--- config.mk ---
export PLATFORM = sky130hd
export DESIGN_NAME = pec_top
export DESIGN_NICKNAME = d
export VERILOG_FILES = /design/src/logic/pec_pkg.sv /design/src/logic/pec_if.sv /design/src/logic/pec_counter.sv /design/src/logic/pec_top.sv
export SDC_FILE = /design/constraint.sdc
export NUM_CORES = 1
export LEC_CHECK = 0
export BUFFER_PORTS_ARGS = -buffer_cell sky130_fd_sc_hd__buf_2
export CORE_AREA = 3 3 194 196
export CTS_BUF_LIST = sky130_fd_sc_hd__clkbuf_16
export DETAILED_ROUTE_END_ITERATION = 16
export DIE_AREA = 0 0 197 199
export HOLD_SLACK_MARGIN = 0.02
export PLACE_DENSITY = 0.76
export SKIP_CTS_REPAIR_TIMING = 1
export SLEW_MARGIN = 20
export SYNTH_ARGS = -nofsm -noshare
export SYNTH_HDL_FRONTEND = slang
export SYNTH_SLANG_ARGS = --single-unit
export TNS_END_PERCENT = 100
--- constraint.sdc ---
create_clock -name clk_i -period 3.6 [get_ports clk_i]
set_clock_uncertainty 0.05 [all_clocks]
set_input_delay 0.18 -clock clk_i [delete_from_list [all_inputs] [get_ports clk_i]]
set_output_delay 0.18 -clock clk_i [all_outputs]
set_load 0.01 [all_outputs]
--- src/logic/pec_pkg.sv ---
// Purpose: shared constants for the performance event counting block
// Assumes: register indices are the printed model-specific addresses
// Notes:   event and unit-mask codes select general-purpose sources

package pec_pkg;

    // ------------------------------------------------------------
    // register map
    // ------------------------------------------------------------
    localparam int         PEC_AW             = 12;
    localparam int         PEC_DW             = 64;
    localparam logic [11:0] PEC_ADDR_RETIRED   = 12'h309;
    localparam logic [11:0] PEC_ADDR_CORE_CYC  = 12'h30A;
    localparam logic [11:0] PEC_ADDR_REF_CYC   = 12'h30B;
    localparam logic [11:0] PEC_ADDR_GP_SEL    = 12'h186;
    localparam logic [11:0] PEC_ADDR_GP_COUNT  = 12'h0C1;
    localparam logic [63:0] PEC_COUNT_RESET    = 64'h0;

    // ------------------------------------------------------------
    // selection field layout
    // ------------------------------------------------------------
    localparam int         PEC_SEL_EVT_LSB    = 0;
    localparam int         PEC_SEL_MASK_LSB   = 8;
    localparam int         PEC_SEL_EN_BIT     = 22;
    localparam logic [31:0] PEC_SEL_RESET      = 32'h0;

    // ------------------------------------------------------------
    // event and unit-mask codes
    // ------------------------------------------------------------
    localparam logic [7:0] PEC_EVT_LOAD_BLOCK = 8'h03;
    localparam logic [7:0] PEC_EVT_RETIRED    = 8'hC0;
    localparam logic [7:0] PEC_EVT_RENAME     = 8'hD2;
    localparam logic [7:0] PEC_UM_STORE_ADDR  = 8'h02;
    localparam logic [7:0] PEC_UM_STORE_VALUE = 8'h04;
    localparam logic [7:0] PEC_UM_OVERLAP     = 8'h08;
    localparam logic [7:0] PEC_UM_HOST_MODE   = 8'h08;
    localparam logic [7:0] PEC_UM_OTHER_SER   = 8'h10;

    // retirement width per cycle
    localparam int         PEC_RETIRE_W       = 3;

endpackage : pec_pkg

--- src/logic/pec_if.sv ---
// Purpose: carries one increment request to a counter
// Assumes: single clock domain
// Notes:   the counter owns its storage and software access

`timescale 1ns/1ps
`default_nettype none

interface pec_if;
    logic        inc_en;
    logic [3:0]  inc_amt;
    logic        wr_en;
    logic [63:0] wr_data;
    logic [63:0] value;

    modport ctrl (
        output inc_en,
        output inc_amt,
        output wr_en,
        output wr_data,
        input  value
    );
    modport cnt (
        input  inc_en,
        input  inc_amt,
        input  wr_en,
        input  wr_data,
        output value
    );
endinterface : pec_if

`default_nettype wire

--- src/logic/pec_counter.sv ---
// Purpose: one 64-bit counter with software load and multi-step add
// Assumes: write and increment may coincide
// Notes:   a software write wins over an increment in the same cycle

`timescale 1ns/1ps
`default_nettype none

module pec_counter (
    // clock and reset
    input  wire logic clk_i,
    input  wire logic rst_b_i,
    // counter port
    pec_if.cnt        port
);
    import pec_pkg::*;

    logic [63:0] count;
    wire  [63:0] next_count;

    // the write taking priority keeps a software load exact
    assign next_count = port.wr_en  ? port.wr_data
                      : port.inc_en ? count + {60'h0, port.inc_amt}
                      : count;                            // see RULE15

    always_ff @(posedge clk_i or negedge rst_b_i) begin
        if (!rst_b_i) begin
            count <= PEC_COUNT_RESET;
        end else begin
            count <= next_count;
        end
    end

    assign port.value = count;
endmodule : pec_counter

`default_nettype wire

--- src/logic/pec_top.sv ---
// Purpose: fixed-function and one general-purpose event counter
// Assumes: pipeline qualifiers arrive on clk_i; reference tick is a pin
// Notes:   register reads answer one cycle after the read strobe
//
// Function
// RULE1 - fixed counter 309H counts retired instructions
// RULE2 - multi-op instruction counts at last op
// RULE3 - keeps counting through interrupts and handlers
// RULE4 - fixed counter 30AH counts unhalted core cycles
// RULE5 - halt or monitor-wait means core halted
// RULE6 - 30BH counts reference cycles, unhalted, no stopclock
// RULE7 - reference counter advances at time-stamp rate
// RULE8 - 03H/02H counts loads blocked by store address
// RULE9 - 03H/04H counts loads blocked by store value
// RULE10 - 03H/08H counts partial overlap blocked loads
// RULE11 - overlap also counts misaligned loads under aligned store
// RULE12 - C0H/08H counts retirement in host mode
// RULE13 - D2H/10H counts other rename serialization stalls
// RULE14 - model events only on general-purpose counter
// RULE15 - counters add per-cycle amount, software read/write
//
// Chosen here: the strobed register port.

`timescale 1ns/1ps
`default_nettype none

module pec_top #(
    parameter int RETIRE_W = pec_pkg::PEC_RETIRE_W
) (
    // clock and reset
    input  wire logic                    clk_i,
    input  wire logic                    rst_b_i,
    // register port
    input  wire logic [pec_pkg::PEC_AW-1:0] reg_addr_i,
    input  wire logic [pec_pkg::PEC_DW-1:0] reg_wdata_i,
    input  wire logic                    reg_wr_i,
    input  wire logic                    reg_rd_i,
    output logic      [pec_pkg::PEC_DW-1:0] reg_rdata_o,
    // retirement qualifiers
    input  wire logic [RETIRE_W-1:0]     retire_valid_i,
    input  wire logic [RETIRE_W-1:0]     retire_last_op_i,
    input  wire logic                    host_mode_i,
    // core state
    input  wire logic                    halt_instruction_i,
    input  wire logic                    monitor_wait_instruction_i,
    input  wire logic                    thermal_stop_clock_i,
    input  wire logic                    tsc_tick_i,
    // load-blocking and rename qualifiers
    input  wire logic                    load_wait_store_address_i,
    input  wire logic                    load_wait_store_value_i,
    input  wire logic                    load_partial_overlap_i,
    input  wire logic                    store_aligned_i,
    input  wire logic [3:0]              load_size_i,
    input  wire logic                    load_aligned_to_store_i,
    input  wire logic                    load_misaligned_i,
    input  wire logic                    load_blocked_i,
    input  wire logic                    rename_other_serial_stalls_i
);
    import pec_pkg::*;

    // ------------------------------------------------------------
    // time-stamp tick synchroniser
    // ------------------------------------------------------------
    logic tick_meta;
    logic tick_sync;
    logic tick_prev;

    always_ff @(posedge clk_i or negedge rst_b_i) begin
        if (!rst_b_i) begin
            tick_meta <= 1'b0;
            tick_sync <= 1'b0;
            tick_prev <= 1'b0;
        end else begin
            tick_meta <= tsc_tick_i;
            tick_sync <= tick_meta;
            tick_prev <= tick_sync;
        end
    end

    // one count per rising tick, independent of core frequency
    wire ref_edge = tick_sync & ~tick_prev;               // see RULE7

    // ------------------------------------------------------------
    // core state
    // ------------------------------------------------------------
    wire core_halted = halt_instruction_i
                     | monitor_wait_instruction_i;        // see RULE5
    wire core_run    = ~core_halted;                      // see RULE4
    wire ref_run     = core_run & ~thermal_stop_clock_i;  // see RULE6

    // ------------------------------------------------------------
    // retirement count
    // ------------------------------------------------------------
    // interrupt and trap flow retires like any other code, so no
    // qualifier here masks it
    logic [3:0] retired_now;

    always_comb begin
        retired_now = 4'h0;
        for (int i = 0; i < RETIRE_W; i++) begin
            if (retire_valid_i[i] && retire_last_op_i[i]) begin
                retired_now = retired_now + 4'h1;         // see RULE2
            end
        end
    end                                                   // see RULE3

    // ------------------------------------------------------------
    // register decode
    // ------------------------------------------------------------
    wire hit_ret = (reg_addr_i == PEC_ADDR_RETIRED);
    wire hit_cor = (reg_addr_i == PEC_ADDR_CORE_CYC);
    wire hit_ref = (reg_addr_i == PEC_ADDR_REF_CYC);
    wire hit_sel = (reg_addr_i == PEC_ADDR_GP_SEL);
    wire hit_gp  = (reg_addr_i == PEC_ADDR_GP_COUNT);

    // ------------------------------------------------------------
    // general-purpose selection
    // ------------------------------------------------------------
    logic [31:0] gp_sel;

    always_ff @(posedge clk_i or negedge rst_b_i) begin
        if (!rst_b_i) begin
            gp_sel <= PEC_SEL_RESET;
        end else if (reg_wr_i && hit_sel) begin
            gp_sel <= reg_wdata_i[31:0];
        end
    end

    wire [7:0] sel_evt  = gp_sel[PEC_SEL_EVT_LSB +: 8];
    wire [7:0] sel_mask = gp_sel[PEC_SEL_MASK_LSB +: 8];
    wire       sel_en   = gp_sel[PEC_SEL_EN_BIT];

    // small loads off the store start, or wider misaligned loads
    wire small_load  = (load_size_i == 4'h1) | (load_size_i == 4'h2);
    wire wide_load   = (load_size_i == 4'h4) | (load_size_i == 4'h8);
    wire align_case  = store_aligned_i & load_blocked_i
                     & ((small_load & ~load_aligned_to_store_i)
                     | (wide_load & load_misaligned_i));  // see RULE11
    wire overlap_evt = load_partial_overlap_i | align_case;

    wire is_ld = (sel_evt == PEC_EVT_LOAD_BLOCK);
    wire is_rt = (sel_evt == PEC_EVT_RETIRED);
    wire is_rn = (sel_evt == PEC_EVT_RENAME);

    // blocked loads may be counted once per blocked cycle, which
    // over-counts a load blocked for several cycles by design
    wire ev_sta = is_ld & (sel_mask == PEC_UM_STORE_ADDR)
                & load_wait_store_address_i;              // see RULE8
    wire ev_std = is_ld & (sel_mask == PEC_UM_STORE_VALUE)
                & load_wait_store_value_i;                // see RULE9
    wire ev_ovl = is_ld & (sel_mask == PEC_UM_OVERLAP)
                & overlap_evt;                            // see RULE10
    wire ev_rn  = is_rn & (sel_mask == PEC_UM_OTHER_SER)
                & rename_other_serial_stalls_i;           // see RULE13
    wire ev_hst = is_rt & (sel_mask == PEC_UM_HOST_MODE)
                & host_mode_i;                            // see RULE12

    wire [3:0] gp_amt = ev_hst ? retired_now
                      : {3'h0, ev_sta | ev_std | ev_ovl | ev_rn};

    // ------------------------------------------------------------
    // counters
    // ------------------------------------------------------------
    pec_if ret_p ();
    pec_if cor_p ();
    pec_if ref_p ();
    pec_if gp_p ();

    // fixed counters take only their own architectural sources
    assign ret_p.inc_en  = 1'b1;                          // see RULE1
    assign ret_p.inc_amt = retired_now;                   // see RULE14
    assign ret_p.wr_en   = reg_wr_i & hit_ret;            // see RULE15
    assign ret_p.wr_data = reg_wdata_i;

    assign cor_p.inc_en  = core_run;                      // see RULE4
    assign cor_p.inc_amt = 4'h1;
    assign cor_p.wr_en   = reg_wr_i & hit_cor;
    assign cor_p.wr_data = reg_wdata_i;

    assign ref_p.inc_en  = ref_run & ref_edge;            // see RULE6
    assign ref_p.inc_amt = 4'h1;
    assign ref_p.wr_en   = reg_wr_i & hit_ref;
    assign ref_p.wr_data = reg_wdata_i;

    assign gp_p.inc_en   = sel_en;                        // see RULE14
    assign gp_p.inc_amt  = gp_amt;
    assign gp_p.wr_en    = reg_wr_i & hit_gp;
    assign gp_p.wr_data  = reg_wdata_i;

    pec_counter u_ret (
        .clk_i   (clk_i),
        .rst_b_i (rst_b_i),
        .port    (ret_p)
    );
    pec_counter u_cor (
        .clk_i   (clk_i),
        .rst_b_i (rst_b_i),
        .port    (cor_p)
    );
    pec_counter u_ref (
        .clk_i   (clk_i),
        .rst_b_i (rst_b_i),
        .port    (ref_p)
    );
    pec_counter u_gp (
        .clk_i   (clk_i),
        .rst_b_i (rst_b_i),
        .port    (gp_p)
    );

    // ------------------------------------------------------------
    // read path
    // ------------------------------------------------------------
    // unmapped addresses read zero; data stands one cycle only
    wire [63:0] rd_mux = hit_ret ? ret_p.value
                       : hit_cor ? cor_p.value
                       : hit_ref ? ref_p.value
                       : hit_gp  ? gp_p.value
                       : hit_sel ? {32'h0, gp_sel}
                       : 64'h0;                           // see RULE15

    always_ff @(posedge clk_i or negedge rst_b_i) begin
        if (!rst_b_i) begin
            reg_rdata_o <= 64'h0;
        end else begin
            reg_rdata_o <= reg_rd_i ? rd_mux : 64'h0;
        end
    end
endmodule : pec_top

`default_nettype wire

==> run metrics <==
most common cell after layout, fill and taps aside nand2_1; WHS Endpoint u_cor.port.value[0]$_DFFE_PN0P_; number of vias per cell between 6 and 7; number of global-route vias before repair about 17000; First-pass DRT Iterations 7; DP HPWL 42.35 mm; final WL between 60 and 70 mm; f_max between 200 and 300 MHz; layout cells sized above 1 0.1771; WS Path Type register to register; placed cells ~2800; Die Height ~200 um; crit-path max cell delay around 0.55 ns; root buf cell clkbuf_16; CP startpoint gp_sel[15]$_DFFE_PN0P_; FP Rows 70; FF+latch count, synth 355; Register-to-Register Setup Slack -0.27 ns; H-tree Lvls 2; CTS Buffer Depth 3; post-route ant nets 0; Top FF cell, synth dfrtp_1; TritonCTS buffer count 40; fill count between 2000 and 3000; asr flop ratio synth 1.000; Slew Limit Fails 0; DR WL/cell about 22 um; # setup viols final 43; Core Region around 36000 um^2; VDD IR max 0.0003679 V; GRT Overall Usage 0.3124; P_leak 9.881 nW; grt total ovfl 0; reg2reg end u_gp.port.value[58]$_DFFE_PN0P_; Seq/Total Area, Yosys 0.4497; fin cells 2936; FF-to-FF path depth 14; Critical Path RT 3.97 ns; failing checks setup timing; final worst slack -0.2710 ns; final worst path period share 1.075; Worst path slowest cell or4_4; max_cap viols 0; Core Util, Final 0.6570; CTS Sinks between 300 and 400; CP Capture Type register; Starting Density 0.5448; initial antenna violation count 0; run status finished, violations left; number of synthesized flops with an enable pin 0; largest net degree at the start of global routing 112; Routability Congestion 0.9626; Slew Limit Headroom 0.2392; Synth-to-Final Area Change 20.60%; crit path DAT around 4.2 ns; Synth cell types 64; Slew @ Worst Pin roughly 1.1 ns; clock-pin slew on the worst setup and hold paths 0.06 ns; worst hold start halt_instruction_i; Final Net Count 2555; Power Density 366.8 nW/um^2; Post-Synthesis Cells between 2000 and 2500; Startpoint Class register; Final Hold Fails 0; Iter 0 DRT Violations roughly 2000; Hold Crit Class input port to register; Yosys Warn Count 0; synthesized net count approximately 2300; n_diodes 0; buffers added on ports 166; Boundary Pins ~170; vias roughly 18000; first-pass GRT wire length 96.18 mm; crit path cell chain or4_4 -> or3_4 -> a211o_1 -> a2bb2oi_2 -> ha_2 -> inv_2 -> fa_2 -> nand2b_4 -> a2111oi_4 -> nand4b_1 -> buf_6 -> nor3_2 -> xnor2_1 -> o21ai_0; post-route minimum period 3.871 ns; Die Width between 150 and 200 um; worst-path maximum fanout 10; WHS Path Cells 4; origin of the critical flop-to-flop path gp_sel[15]$_DFFE_PN0P_; Residual DRC 0; most frequent cells in the layout nand2_1 (374), dfrtp_1 (355), o21ai_0 (245); Die ar. approximately 39000 um^2; CTS tree yes; clock insertion delay at the later pin of the skew report roughly 0.57 ns; Netlist Area Pre-Place 19760 um^2; RSZ-0062 raised after global routing true; syn_area_per_cell roughly 9 um^2; Place WS -0.2209 ns; hold_ws 0.08653 ns
power by group:
group	total, mW	leakage (nW)	switching [mW]	internal, mW
Sequential	4.24	4.89	0.145	4.09
Clock	3.84	0.614	1.70	2.13
Combinational	0.664	4.37	0.385	0.279
Yosys cell counts, types with 14 or more instances:
cell type | instances | area share
buf_2 | 31 | 0.0079
mux2_2 | 56 | 0.032
nor3_1 | 50 | 0.013
mux2i_1 | 25 | 0.013
nor2_1 | 96 | 0.018
nor2b_1 | 20 | 0.0063
dfrtp_1 | 355 | 0.45
a22oi_1 | 22 | 0.0084
nor4_1 | 48 | 0.015
inv_1 | 40 | 0.0076
a21oi_1 | 52 | 0.013
and3_1 | 45 | 0.014
and2_1 | 14 | 0.0044
nand3_1 | 114 | 0.029
o21ai_0 | 268 | 0.068
a21boi_0 | 32 | 0.012
nand2_1 | 374 | 0.071
xnor2_1 | 132 | 0.059
clkbuf_1 | 69 | 0.013
a221oi_1 | 19 | 0.0084
xor2_1 | 115 | 0.051
nand4_1 | 64 | 0.020
final cells by class:
cell class                 count  area, um^2  share of cell area
clock buffer                  41        1026             0.04306
clock inverter                29       165.2            0.006932
inverter                      40       152.6            0.006407
multi-input combinational   1677       10610              0.4453
sequential                   355        8884              0.3729
tap                          468       585.6             0.02458
timing repair buffer         326        2402              0.1008
critical path: cells and delay by family, from the launching register on:
family          cells  cell delay (ns)
compound gates      4             0.88
xor+xnor            1             0.14
fa+ha+maj           2             0.58
flops               1             0.39
buf+inv             2             0.26
simple gates        5             1.43
sequential cells by signal (all words and copies together) (netlist names), 32 cells and up:
name,cells
reg_rdata_o,64
u_cor.port.value,64
u_ret.port.value,64
u_gp.port.value,64
u_ref.port.value,64
gp_sel,32
metrics by stage:
stage	TNS (ns)	total power, mW	area [um^2]
finish	-4.684	8.740	23820
global route	-11.16	9.001	23820
CTS	-4.761	8.686	22700
global placement	-0.7976	4.871	21510
detailed placement	-2.062	4.897	21510
floorplan	-0.9163	4.545	19830
worst max-delay path by stage:
stage / end / slack, ns / cells after the start
after floorplan: u_gp.port.value[48]$_DFFE_PN0P_ / -0.14 / 13
after global placement: u_gp.port.value[48]$_DFFE_PN0P_ / -0.13 / 14
after detailed placement: u_gp.port.value[56]$_DFFE_PN0P_ / -0.22 / 14
after CTS: u_gp.port.value[58]$_DFFE_PN0P_ / -0.31 / 14
after global routing: u_gp.port.value[48]$_DFFE_PN0P_ / -0.40 / 15
final: u_gp.port.value[58]$_DFFE_PN0P_ / -0.27 / 14
logic make-up (layout without fill, tap and decap cells):
family	count (synthesis)	after routing	share of synthesized area
buffers and inverters	163	436	0.03496
flip-flops	355	355	0.4497
adder cells (fa/ha/maj)	12	12	0.008360
multiplexers	81	81	0.04459
AO/OA/AOI/OAI	442	442	0.1304
AND/OR/NAND/NOR	895	895	0.2225
XOR/XNOR	247	247	0.1095
metal layers:
layer	GRT usage	vias up	wire, um
li1	-	8211	-
met1	0.4244	8821	25880
met2	0.4849	994	28810
met3	0.07182	163	6143
met4	0.1341	0	2460
met5	0	-	0
No activity file was read; power rests on OpenSTA's default activity.
